$ cat src/common/sfrm_regs.svh
// Purpose: register map, field positions and timing for the fault manager
// Assumes: 16-bit register words, 8-bit register addresses
// Notes: all delay registers count in ticks of the common time base
`ifndef SFRM_REGS_SVH
`define SFRM_REGS_SVH

// ==========================================
// Timing
`define SFRM_CLK_NS 10
`define SFRM_TICK_NS 1000
`define SFRM_TICK_CYC (`SFRM_TICK_NS / `SFRM_CLK_NS)
`define SFRM_DEGLITCH_US 10
`define SFRM_RESET_MIN_US 100
`define SFRM_US_TICKS(us) (((us) * 1000 + `SFRM_TICK_NS - 1) / `SFRM_TICK_NS)

// ==========================================
// Register addresses
`define SFRM_A_GLOBAL 8'h00
`define SFRM_A_OPER 8'h01
`define SFRM_A_CLEAR 8'h02
`define SFRM_A_HOLD 8'h03
`define SFRM_A_RETRY 8'h04
`define SFRM_A_PERSIST 8'h05
`define SFRM_A_GOODMAP 8'h06
`define SFRM_A_CUTOV 8'h07
`define SFRM_A_CUTUV 8'h08
`define SFRM_A_STOV 8'h09
`define SFRM_A_STUV 8'h0a
`define SFRM_A_STWARN 8'h0b
`define SFRM_A_STATE 8'h0c
`define SFRM_A_SETUP 8'h10
`define SFRM_A_MAP 8'h18
`define SFRM_A_TON 8'h20

// ==========================================
// Fields
`define SFRM_F_SHARE 0
`define SFRM_F_POL 0
`define SFRM_F_FS 1
`define SFRM_F_RUN 2
`define SFRM_F_OVA 3
`define SFRM_F_UVA 5
`define SFRM_F_RETRY 7
`define SFRM_F_EXP 0
`define SFRM_F_IMP 4

// ==========================================
// Fault actions
`define SFRM_ACT_IGNORE 2'h0
`define SFRM_ACT_IMM 2'h1
`define SFRM_ACT_PERSIST 2'h2

// ==========================================
// Reset values
`define SFRM_RST_WORD 16'h0000
`define SFRM_RST_HOLD 16'h03e8
`define SFRM_RST_RETRY 16'h2710
`define SFRM_RST_PERSIST 16'h0064
`define SFRM_RST_BYTE 8'h00
`endif

$ cat src/common/sfrm_pkg.sv
// Purpose: shared types of the fault manager
// Assumes: nothing
// Notes: state codes are left to synthesis
package sfrm_pkg;
	typedef logic [15:0] sfrm_word_t;
	typedef enum logic [2:0]
	{
		CH_OFF,
		CH_HOLD,
		CH_TON,
		CH_ON,
		CH_FLT,
		CH_ZONE
	} sfrm_chan_state_t;
endpackage

$ cat src/common/sfrm_tick_if.sv
// Purpose: carries the common time base tick between modules
// Assumes: one clock
// Notes: tick is one mclk cycle wide
`timescale 1ns/1ns
interface sfrm_tick_if;
	logic tick;
	modport src (output tick);
	modport snk (input tick);
endinterface

$ cat src/hw/sfrm_timebase.sv
// Purpose: divides mclk to the common time base tick
// Assumes: DIV of at least 2
// Notes: every delay of the block counts these ticks
`timescale 1ns/1ns
module sfrm_timebase
	import sfrm_pkg::*;
#(
	parameter int DIV = 100
)
(
	// Clock and reset
	input wire logic mclk,
	input wire logic rst,
	// Tick out
	sfrm_tick_if.src tb
);
	localparam int CW = $clog2(DIV);
	logic [CW-1:0] div_reg;
	logic tick_reg;

	assign tb.tick = tick_reg;

	always_ff @(posedge mclk or posedge rst)
	begin
		if (rst)
		begin
			div_reg <= '0;
			tick_reg <= 1'b0;
		end
		else
		begin
			tick_reg <= (div_reg == CW'(DIV - 1));
			if (div_reg == CW'(DIV - 1))
				div_reg <= '0;
			else
				div_reg <= div_reg + 1'b1;
		end
	end
endmodule

$ cat src/hw/sfrm_deglitch.sv
// Purpose: synchronises pins and passes a level only once it is stable
// Assumes: tick from the common time base
// Notes: stable time is STABLE ticks, less up to one tick of phase
`timescale 1ns/1ns
module sfrm_deglitch
	import sfrm_pkg::*;
#(
	parameter int WIDTH = 1,
	parameter int STABLE = 10,
	parameter logic [WIDTH-1:0] INIT = '0
)
(
	// Clock and reset
	input wire logic mclk,
	input wire logic rst,
	// Time base
	sfrm_tick_if.snk tb,
	// Levels
	input wire logic [WIDTH-1:0] rawIn,
	output logic [WIDTH-1:0] filtOut
);
	localparam int CW = $clog2(STABLE + 1);
	logic [WIDTH-1:0] meta_reg;
	logic [WIDTH-1:0] sync_reg;

	always_ff @(posedge mclk or posedge rst)
	begin
		if (rst)
		begin
			meta_reg <= INIT;
			sync_reg <= INIT;
		end
		else
		begin
			meta_reg <= rawIn;
			sync_reg <= meta_reg;
		end
	end

	for (genvar i = 0; i < WIDTH; i++)
	begin : g_bit
		logic [CW-1:0] cnt_reg;
		logic flt_reg;
		assign filtOut[i] = flt_reg;
		always_ff @(posedge mclk or posedge rst)
		begin
			if (rst)
			begin
				cnt_reg <= '0;
				flt_reg <= INIT[i];
			end
			else if (sync_reg[i] == flt_reg)
				cnt_reg <= '0;
			else if (tb.tick)
			begin
				if (cnt_reg == CW'(STABLE - 1))
				begin
					flt_reg <= sync_reg[i];
					cnt_reg <= '0;
				end
				else
					cnt_reg <= cnt_reg + 1'b1;
			end
		end
	end
endmodule

$ cat src/hw/supply_fault_restart_manager.sv
// Purpose: fault response, restart and zone propagation for 8 channels
// Assumes: trip and ADC inputs come from logic on mclk
// Notes: zone, run, reset and share pins are synchronised inside
`timescale 1ns/1ns
`include "sfrm_regs.svh"

module supply_fault_restart_manager
	import sfrm_pkg::*;
#(
	parameter int NCH = 8,
	parameter int ZCH = 4,
	parameter int RESET_TICKS = `SFRM_US_TICKS(`SFRM_RESET_MIN_US)
)
(
	// Clock and reset
	input wire logic mclk,
	input wire logic rst,
	// Register port
	input wire logic [7:0] regAddr,
	input wire logic [15:0] regWdata,
	input wire logic regWrite,
	input wire logic regRead,
	output logic [15:0] regRdata,
	// Supervisor and ADC results
	input wire logic [NCH-1:0] ovTrip,
	input wire logic [NCH-1:0] uvTrip,
	input wire logic [NCH-1:0] ovWarn,
	input wire logic [NCH-1:0] uvWarn,
	input wire logic [NCH-1:0] adcGood,
	input wire logic inputSenseOk,
	// Pins
	input wire logic [1:0] runPin,
	input wire logic watchdogResetPinN,
	input wire logic [3:0] zoneFaultLineIn,
	output logic [3:0] zoneFaultLineOut,
	output logic [3:0] zoneFaultLineOe,
	input wire logic shareLineIn,
	output logic shareLineOut,
	output logic shareLineOe,
	// Outputs
	output logic [NCH-1:0] converterEnableOut,
	output logic alertLineLow,
	output logic busCutLow,
	output logic powerGoodOut,
	output logic [NCH-1:0] dacPolarity,
	output logic [NCH-1:0] dacFullScaleHigh
);
	// ==========================================
	// Time base and pin filters
	sfrm_tick_if tbIf ();
	logic [5:0] filtLines;
	logic wdFilt;
	logic [1:0] runOn;
	logic [3:0] lineLow;
	logic porHold;

	sfrm_timebase #(.DIV(`SFRM_TICK_CYC)) uTimebase
	(
		.mclk(mclk),
		.rst(rst),
		.tb(tbIf.src)
	);

	sfrm_deglitch #(
		.WIDTH(6),
		.STABLE(`SFRM_US_TICKS(`SFRM_DEGLITCH_US)),
		.INIT(6'h3c)
	) uLineFilt
	(
		.mclk(mclk),
		.rst(rst),
		.tb(tbIf.snk),
		.rawIn({zoneFaultLineIn, runPin}),
		.filtOut(filtLines)
	);

	sfrm_deglitch #(.WIDTH(1), .STABLE(RESET_TICKS), .INIT(1'b1)) uWdFilt
	(
		.mclk(mclk),
		.rst(rst),
		.tb(tbIf.snk),
		.rawIn(watchdogResetPinN),
		.filtOut(wdFilt)
	);

	assign runOn = filtLines[1:0];
	assign lineLow = ~filtLines[5:2];
	assign porHold = ~wdFilt;

	// ==========================================
	// Registers
	logic shareSync_reg;
	logic [7:0] oper_reg;
	sfrm_word_t hold_reg;
	sfrm_word_t retry_reg;
	sfrm_word_t persist_reg;
	logic [7:0] goodMap_reg;
	logic [7:0] cutOv_reg;
	logic [7:0] cutUv_reg;
	sfrm_word_t setup_reg [NCH];
	logic [7:0] map_reg [NCH];
	sfrm_word_t ton_reg [NCH];
	logic operWr;
	logic clearWr;

	assign operWr = regWrite && regAddr == `SFRM_A_OPER;
	assign clearWr = regWrite && regAddr == `SFRM_A_CLEAR;

	always_ff @(posedge mclk or posedge rst)
	begin
		if (rst)
		begin
			shareSync_reg <= 1'b0;
			oper_reg <= `SFRM_RST_BYTE;
			hold_reg <= `SFRM_RST_HOLD;
			retry_reg <= `SFRM_RST_RETRY;
			persist_reg <= `SFRM_RST_PERSIST;
			goodMap_reg <= `SFRM_RST_BYTE;
			cutOv_reg <= `SFRM_RST_BYTE;
			cutUv_reg <= `SFRM_RST_BYTE;
			for (int i = 0; i < NCH; i++)
			begin
				setup_reg[i] <= `SFRM_RST_WORD;
				map_reg[i] <= `SFRM_RST_BYTE;
				ton_reg[i] <= `SFRM_RST_WORD;
			end
		end
		else if (porHold)
		begin
			shareSync_reg <= 1'b0;
			oper_reg <= `SFRM_RST_BYTE;
			hold_reg <= `SFRM_RST_HOLD;
			retry_reg <= `SFRM_RST_RETRY;
			persist_reg <= `SFRM_RST_PERSIST;
			goodMap_reg <= `SFRM_RST_BYTE;
			cutOv_reg <= `SFRM_RST_BYTE;
			cutUv_reg <= `SFRM_RST_BYTE;
			for (int i = 0; i < NCH; i++)
			begin
				setup_reg[i] <= `SFRM_RST_WORD;
				map_reg[i] <= `SFRM_RST_BYTE;
				ton_reg[i] <= `SFRM_RST_WORD;
			end
		end
		else if (regWrite)
		begin
			case (regAddr)
				`SFRM_A_GLOBAL: shareSync_reg <= regWdata[`SFRM_F_SHARE];
				`SFRM_A_OPER: oper_reg <= regWdata[7:0];
				`SFRM_A_HOLD: hold_reg <= regWdata;
				`SFRM_A_RETRY: retry_reg <= regWdata;
				`SFRM_A_PERSIST: persist_reg <= regWdata;
				`SFRM_A_GOODMAP: goodMap_reg <= regWdata[7:0];
				`SFRM_A_CUTOV: cutOv_reg <= regWdata[7:0];
				`SFRM_A_CUTUV: cutUv_reg <= regWdata[7:0];
				default:
				begin
					for (int i = 0; i < NCH; i++)
					begin
						if (regAddr == `SFRM_A_SETUP + 8'(i))
							setup_reg[i] <= regWdata;
						if (regAddr == `SFRM_A_MAP + 8'(i))
							map_reg[i] <= regWdata[7:0];
						if (regAddr == `SFRM_A_TON + 8'(i))
							ton_reg[i] <= regWdata;
					end
				end
			endcase
		end
	end

	// ==========================================
	// Input bias and shared sequencing line
	logic shareMeta_reg;
	logic shareSyncIn_reg;
	logic vinOk;
	logic vinPrev_reg;
	logic vinRestore;
	logic [1:0] runPrev_reg;
	logic [1:0] restartEv;

	always_ff @(posedge mclk or posedge rst)
	begin
		if (rst)
		begin
			shareMeta_reg <= 1'b1;
			shareSyncIn_reg <= 1'b1;
			vinPrev_reg <= 1'b0;
			runPrev_reg <= 2'h0;
		end
		else
		begin
			shareMeta_reg <= shareLineIn;
			shareSyncIn_reg <= shareMeta_reg;
			vinPrev_reg <= vinOk;
			runPrev_reg <= runOn;
		end
	end

	// Holding the line low until local bias is good lets all devices
	// start together on the last one to see its input come up.
	assign shareLineOut = 1'b0;
	assign shareLineOe = shareSync_reg && !inputSenseOk;
	assign vinOk = inputSenseOk && (!shareSync_reg || shareSyncIn_reg);
	assign vinRestore = vinOk && !vinPrev_reg;
	// Filter already demanded the low level for the deglitch time
	assign restartEv = runOn & ~runPrev_reg;

	// ==========================================
	// Channel sequencers
	logic [NCH-1:0] faultOff;
	logic [NCH-1:0] cutOvSet;
	logic [NCH-1:0] cutUvSet;
	logic [NCH-1:0] reOn;
	sfrm_chan_state_t chState [NCH];

	for (genvar c = 0; c < NCH; c++)
	begin : g_ch
		sfrm_chan_state_t state_reg;
		sfrm_word_t cnt_reg;
		sfrm_word_t pers_reg;
		logic runSel;
		logic wantOn;
		logic [1:0] zLow;
		logic zoneTrip;
		logic immTrip;
		logic perTrip;
		logic goFault;
		logic clearLatch;
		logic [1:0] ovAct;
		logic [1:0] uvAct;

		assign runSel = setup_reg[c][`SFRM_F_RUN];
		assign wantOn = oper_reg[c] && runOn[runSel] && vinOk;
		assign zLow = lineLow[2*(c/ZCH) +: 2];
		assign zoneTrip = |(map_reg[c][`SFRM_F_IMP +: 2] & zLow);
		assign ovAct = setup_reg[c][`SFRM_F_OVA +: 2];
		assign uvAct = setup_reg[c][`SFRM_F_UVA +: 2];
		assign immTrip = (ovTrip[c] && ovAct == `SFRM_ACT_IMM)
			|| (uvTrip[c] && uvAct == `SFRM_ACT_IMM);
		assign perTrip = (ovTrip[c] && ovAct == `SFRM_ACT_PERSIST)
			|| (uvTrip[c] && uvAct == `SFRM_ACT_PERSIST);
		assign goFault = state_reg == CH_ON
			&& (immTrip || (perTrip && pers_reg >= persist_reg));
		assign clearLatch = restartEv[runSel] || vinRestore
			|| (operWr && regWdata[c]);
		assign faultOff[c] = state_reg == CH_FLT;
		assign cutOvSet[c] = goFault && ovTrip[c] && cutOv_reg[c];
		assign cutUvSet[c] = goFault && uvTrip[c] && cutUv_reg[c];
		assign reOn[c] = operWr && regWdata[c] && state_reg == CH_FLT;
		assign chState[c] = state_reg;

		// Persistence only grows while the trip holds
		always_ff @(posedge mclk or posedge rst)
		begin
			if (rst)
				pers_reg <= '0;
			else if (porHold || !perTrip || state_reg != CH_ON)
				pers_reg <= '0;
			else if (tbIf.tick && pers_reg != 16'hffff)
				pers_reg <= pers_reg + 1'b1;
		end

		always_ff @(posedge mclk or posedge rst)
		begin
			if (rst)
			begin
				state_reg <= CH_OFF;
				cnt_reg <= '0;
			end
			else if (porHold)
			begin
				state_reg <= CH_OFF;
				cnt_reg <= '0;
			end
			else
			begin
				case (state_reg)
					CH_OFF:
					begin
						if (restartEv[runSel])
						begin
							state_reg <= CH_HOLD;
							cnt_reg <= hold_reg;
						end
						else if (wantOn)
						begin
							state_reg <= CH_TON;
							cnt_reg <= ton_reg[c];
						end
					end
					CH_HOLD:
					begin
						if (cnt_reg == '0)
						begin
							state_reg <= CH_TON;
							cnt_reg <= ton_reg[c];
						end
						else if (tbIf.tick)
							cnt_reg <= cnt_reg - 1'b1;
					end
					CH_TON:
					begin
						if (!wantOn)
							state_reg <= CH_OFF;
						else if (zoneTrip)
							state_reg <= CH_ZONE;
						else if (cnt_reg == '0)
							state_reg <= CH_ON;
						else if (tbIf.tick)
							cnt_reg <= cnt_reg - 1'b1;
					end
					CH_ON:
					begin
						if (goFault)
						begin
							state_reg <= CH_FLT;
							cnt_reg <= retry_reg;
						end
						else if (zoneTrip)
							state_reg <= CH_ZONE;
						else if (restartEv[runSel])
						begin
							state_reg <= CH_HOLD;
							cnt_reg <= hold_reg;
						end
						else if (!wantOn)
							state_reg <= CH_OFF;
					end
					CH_FLT:
					begin
						if (clearLatch)
							state_reg <= CH_OFF;
						else if (setup_reg[c][`SFRM_F_RETRY])
						begin
							if (cnt_reg == '0)
							begin
								state_reg <= CH_TON;
								cnt_reg <= ton_reg[c];
							end
							else if (tbIf.tick)
								cnt_reg <= cnt_reg - 1'b1;
						end
					end
					CH_ZONE:
					begin
						if (!wantOn)
							state_reg <= CH_OFF;
						else if (!zoneTrip)
						begin
							state_reg <= CH_TON;
							cnt_reg <= ton_reg[c];
						end
					end
					default: state_reg <= CH_OFF;
				endcase
			end
		end

		// Warnings are absent here so they can never switch off
		always_ff @(posedge mclk or posedge rst)
		begin
			if (rst)
				converterEnableOut[c] <= 1'b0;
			else
				converterEnableOut[c] <= !porHold
					&& state_reg == CH_ON;
		end

		assign dacPolarity[c] = setup_reg[c][`SFRM_F_POL];
		assign dacFullScaleHigh[c] = setup_reg[c][`SFRM_F_FS];
	end

	// ==========================================
	// Zone line export
	always_comb
	begin
		zoneFaultLineOut = 4'h0;
		zoneFaultLineOe = 4'h0;
		for (int l = 0; l < 4; l++)
			for (int c = 0; c < NCH; c++)
				if (c / ZCH == l / 2 && faultOff[c]
					&& map_reg[c][`SFRM_F_EXP + l % 2])
					zoneFaultLineOe[l] = 1'b1;
	end

	// ==========================================
	// Status, alert and bus cut
	logic [7:0] stOv_reg;
	logic [7:0] stUv_reg;
	logic [15:0] stWarn_reg;
	logic cut_reg;

	// Set beats clear so a trip in the clear cycle is kept
	always_ff @(posedge mclk or posedge rst)
	begin
		if (rst)
		begin
			stOv_reg <= 8'h00;
			stUv_reg <= 8'h00;
			stWarn_reg <= 16'h0000;
		end
		else if (porHold)
		begin
			stOv_reg <= 8'h00;
			stUv_reg <= 8'h00;
			stWarn_reg <= 16'h0000;
		end
		else
		begin
			stOv_reg <= (clearWr ? 8'h00 : stOv_reg) | ovTrip;
			stUv_reg <= (clearWr ? 8'h00 : stUv_reg) | uvTrip;
			stWarn_reg <= (clearWr ? 16'h0000 : stWarn_reg)
				| {ovWarn, uvWarn};
		end
	end

	always_ff @(posedge mclk or posedge rst)
	begin
		if (rst)
			cut_reg <= 1'b0;
		else if (porHold)
			cut_reg <= 1'b0;
		else if (|(cutOvSet | cutUvSet))
			cut_reg <= 1'b1;
		else if (|reOn)
			cut_reg <= 1'b0;
	end

	assign alertLineLow = |{stOv_reg, stUv_reg, stWarn_reg};
	assign busCutLow = cut_reg;

	always_ff @(posedge mclk or posedge rst)
	begin
		if (rst)
			powerGoodOut <= 1'b0;
		else
			powerGoodOut <= &(adcGood | ~goodMap_reg);
	end

	// ==========================================
	// Read port
	always_ff @(posedge mclk or posedge rst)
	begin
		if (rst)
			regRdata <= 16'h0000;
		else if (!regRead)
			regRdata <= 16'h0000;
		else
		begin
			regRdata <= 16'h0000;
			case (regAddr)
				`SFRM_A_GLOBAL: regRdata <= {15'h0000, shareSync_reg};
				`SFRM_A_OPER: regRdata <= {8'h00, oper_reg};
				`SFRM_A_HOLD: regRdata <= hold_reg;
				`SFRM_A_RETRY: regRdata <= retry_reg;
				`SFRM_A_PERSIST: regRdata <= persist_reg;
				`SFRM_A_GOODMAP: regRdata <= {8'h00, goodMap_reg};
				`SFRM_A_CUTOV: regRdata <= {8'h00, cutOv_reg};
				`SFRM_A_CUTUV: regRdata <= {8'h00, cutUv_reg};
				`SFRM_A_STOV: regRdata <= {8'h00, stOv_reg};
				`SFRM_A_STUV: regRdata <= {8'h00, stUv_reg};
				`SFRM_A_STWARN: regRdata <= stWarn_reg;
				`SFRM_A_STATE: regRdata <= {faultOff, converterEnableOut};
				default:
				begin
					for (int i = 0; i < NCH; i++)
					begin
						if (regAddr == `SFRM_A_SETUP + 8'(i))
							regRdata <= setup_reg[i];
						if (regAddr == `SFRM_A_MAP + 8'(i))
							regRdata <= {8'h00, map_reg[i]};
						if (regAddr == `SFRM_A_TON + 8'(i))
							regRdata <= ton_reg[i];
					end
				end
			endcase
		end
	end
endmodule

$ cat config.mk
export PLATFORM = sky130hd
export DESIGN_NAME = supply_fault_restart_manager
export DESIGN_NICKNAME = d
export VERILOG_FILES = /design/src/common/sfrm_pkg.sv /design/src/common/sfrm_tick_if.sv /design/src/hw/sfrm_timebase.sv /design/src/hw/sfrm_deglitch.sv /design/src/hw/supply_fault_restart_manager.sv
export VERILOG_INCLUDE_DIRS = /design/src /design/src/common
export SDC_FILE = /design/constraint.sdc
export NUM_CORES = 2
export LEC_CHECK = 0
export BUFFER_PORTS_ARGS = -buffer_cell sky130_fd_sc_hd__buf_2
export CAP_MARGIN = 20
export CORE_UTILIZATION = 45
export CTS_BUF_LIST = sky130_fd_sc_hd__clkbuf_8 sky130_fd_sc_hd__clkbuf_16
export DETAILED_ROUTE_END_ITERATION = 10
export SLEW_MARGIN = 20
export SYNTH_ARGS = -nofsm -noshare
export SYNTH_HDL_FRONTEND = slang
export SYNTH_SLANG_ARGS = --single-unit
$ cat constraint.sdc
create_clock -name mclk -period 35 [get_ports mclk]
set_input_delay 1.75 -clock mclk [delete_from_list [all_inputs] [get_ports mclk]]
set_output_delay 1.75 -clock mclk [all_outputs]
set_load 0.01 [all_outputs]
==> flow_summary.json <==
{
  "outcome": "finished with violations",
  "violations": "DRC",
  "remaining_drc_errors": 9,
  "final_hold_viol_count": 0,
  "synth-edff-count": 0,
  "crit_chain": "inv_1 -> ha_1 -> a21oi_1 -> o21ai_0 -> a211oi_1 -> o21a_1 -> o21ai_0 -> a31oi_2 -> mux2_2",
  "relSlewSlack": 0.101,
  "layout.nets": 6421,
  "start_util": 0.454,
  "wl_met2_um": 95600,
  "area_growth_pct": 10.1,
  "synth_top_area_cell": "dfrtp_1",
  "slowest_delay_ps": 950,
  "cellLeakagePower_nw": 23.4,
  "cpMaxStageDelayCell": "a31oi_2",
  "clockBufferDepth": 3,
  "clock-sinks": 804,
  "globalplace.congestion": 1.09,
  "setup_viol": 0,
  "post-cts-setup-buffers": 0,
  "grt_pass1_wl_um": 346000,
  "drt_wl_total_um": 243000,
  "grt_use_total": 0.407,
  "yosysWarnings": 0,
  "antenna_left": 0,
  "syn_area_um2": 52000,
  "synth.ff_latch_count": 804,
  "tightest_slew_ps": 1330,
  "wire_per_inst_um": 31.2,
  "die_height_um": 342,
  "fin_crit_sh": 0.146,
  "finClkSkew_ps": 30.2,
  "port_buffers": 124,
  "io_pins": 130,
  "dp_hpwl_um": 173000,
  "postSynthAreaPerCell_um2": 8.29,
  "grt_max_degree": 149,
  "path_delay_family": "compound AO/OA/AOI/OAI gates",
  "ys_types": 98,
  "synth_common_cells": "nand2_1, dfrtp_1, o21ai_0, nor2_1, a21oi_1",
  "drv_slew": 0,
  "fin_crit_ps": 5100,
  "drt_iter0_drc": 7618,
  "synthArstFlopShare": 1.00,
  "hold_buffers": 0,
  "via_per_inst": 6.75,
  "num_rows": 124,
  "synth_top_area_frac": 0.372,
  "htree_levels": 3,
  "ctsResizeCount": 0,
  "wl_met3_um": 33400,
  "arrival_ps": 5680,
  "top_layer_used": "met5",
  "crit_buf_inv": 1,
  "cts.root.buffer_cell": "clkbuf_16",
  "seq_area_um2": 20200,
  "ys.flop_type": "dfrtp_1",
  "final.setup.tns_ps": 0,
  "max_freq_mhz": 196,
  "drt-met1-wl_um": 98300,
  "clock_latency_ps": 700,
  "die_w_um": 342,
  "grt-ovfl-total": 0,
  "die_area_um2": 117000,
  "p_per_area_nw_per_um2": 35.2,
  "hold_path_class": "register to register",
  "yosysMostFrequentCell": "nand2_1",
  "drive_above_1_share": 0.112,
  "maxCapViolations": 0,
  "ir_drop_mv": 0.0431,
  "cts_tree": "built",
  "core-area_um2": 115000,
  "criticalPathCategory": "register to register",
  "startpoint_type": "register",
  "fillers": 11000,
  "grt_pass1_vias": 47000,
  "cts.clk_slew.worst_paths_ps": 70,
  "path_max_fanout": 17,
  "synthTopCellsByArea": "dfrtp_1, nand2_1, o21ai_0",
  "cp_data_required_time_ps": 35580,
  "first_pass_iters": 11,
  "antenna_found_initial": 21,
  "multi_input_area_um2": 29600,
  "num_vias": 52600,
  "synth_cells": 6279,
  "rsz0062_at_grt": "no",
  "crit_top_cell": "o21ai_0",
  "synth_seq_area_share": 0.387,
  "crit_path_end_kind": "register",
  "p_total_mw": 2.02,
  "cts_buffers": 92
}
[final cells by class]
cell class	count	area share
flip-flops and latches	804	0.352
clock inverters	64	0.0107
inverters	140	0.00940
clock buffers	106	0.0440
well taps	1512	0.0330
diodes	17	0.000743
repair buffers	283	0.0323
multi-input cells	4865	0.518
[placed cells by master (no fill, tap or decap), types with 26 or more instances in the layout]
cell type    n
ha_1       158
and3_1      34
nand4_1     76
a21oi_1    449
clkbuf_16   94
dfstp_2     30
o31ai_1     36
o22ai_1     76
mux2i_1     70
a22oi_1    104
and2_1      43
nor2_1     543
a221oi_1    76
buf_2      124
a211oi_1    81
xor2_1     109
nand2b_1    48
or3_1       45
nor2b_1     44
nor3_1      90
a221o_1     36
a31oi_1     48
a22o_1      26
a32o_1      39
o221ai_1    35
nand3b_1    26
dfrtp_1    771
mux2_2     135
nor4_1      51
buf_4      156
inv_1      154
nand2_1    913
o211ai_1    48
xnor2_1    109
nand3_1    241
a222oi_1    26
o21ai_0    627
[cell families after synthesis]
logic type,count (synthesis),share of synthesized area
buffers and inverters,614,0.0472
muxes,209,0.0435
xor gates and xnor gates,218,0.0367
other,1,0.0000721
AOI/OAI and AO/OA,1979,0.244
adders and majority gates,159,0.0382
DFF,804,0.387
and+or+nand+nor,2295,0.203
[final timing paths]
| check | from | depth (start not counted) | slack (ps) | endpoint |
|---|---|---|---|---|
| max | persist_reg[15] | 9 | 29900 | g_ch[5].cnt_reg[1] |
| min | uLineFilt.meta_reg[1] | 0 | 360 | uLineFilt.sync_reg[1] |
| max reg2reg | persist_reg[15] | 9 | 29900 | g_ch[5].cnt_reg[1] |
| min reg2reg | uLineFilt.meta_reg[1] | 0 | 360 | uLineFilt.sync_reg[1] |
| max in group asynchronous | rst | 5 | 30760 | stUv_reg[6] |
| min in group asynchronous | rst | 2 | 1170 | uLineFilt.g_bit[4].cnt_reg[2] |
[where the power goes]
group | switching, mW | internal (mW) | total [mW]
clock network | 0.437 | 0.589 | 1.03
registers | 0.000945 | 0.931 | 0.932
logic | 0.0476 | 0.00996 | 0.0576
[metrics by stage]
step / hold WS, ps / util / setup WS, ps / instances / area [um^2]
floorplan: 331 / - / 10720 / 6283 / 52000
global placement: 339 / 0.472 / 29460 / 7601 / 54000
finish: 355 / 0.500 / 29900 / 7791 / 57300
detailed placement: 337 / 0.472 / 29380 / 7602 / 54000
CTS: 357 / 0.499 / 30050 / 7772 / 57100
global route: 357 / 0.500 / 29850 / 7777 / 57200
[worst reg2reg max path, stage by stage (launching register included)]
cell and delay [ps]:
dfrtp_1 410, inv_1 580, ha_1 370, a21oi_1 140, o21ai_0 160, a211oi_1 940, o21a_1 740, o21ai_0 270
a31oi_2 950, mux2_2 440
[routing by layer]
layer / vias to the layer above / global-route usage
met5: - / 0.00735
met4: 20 / 0.229
met3: 658 / 0.125
met2: 3458 / 0.544
met1: 25700 / 0.574
li1: 22800 / -
Note: power is estimated with default switching activity, not from simulation.
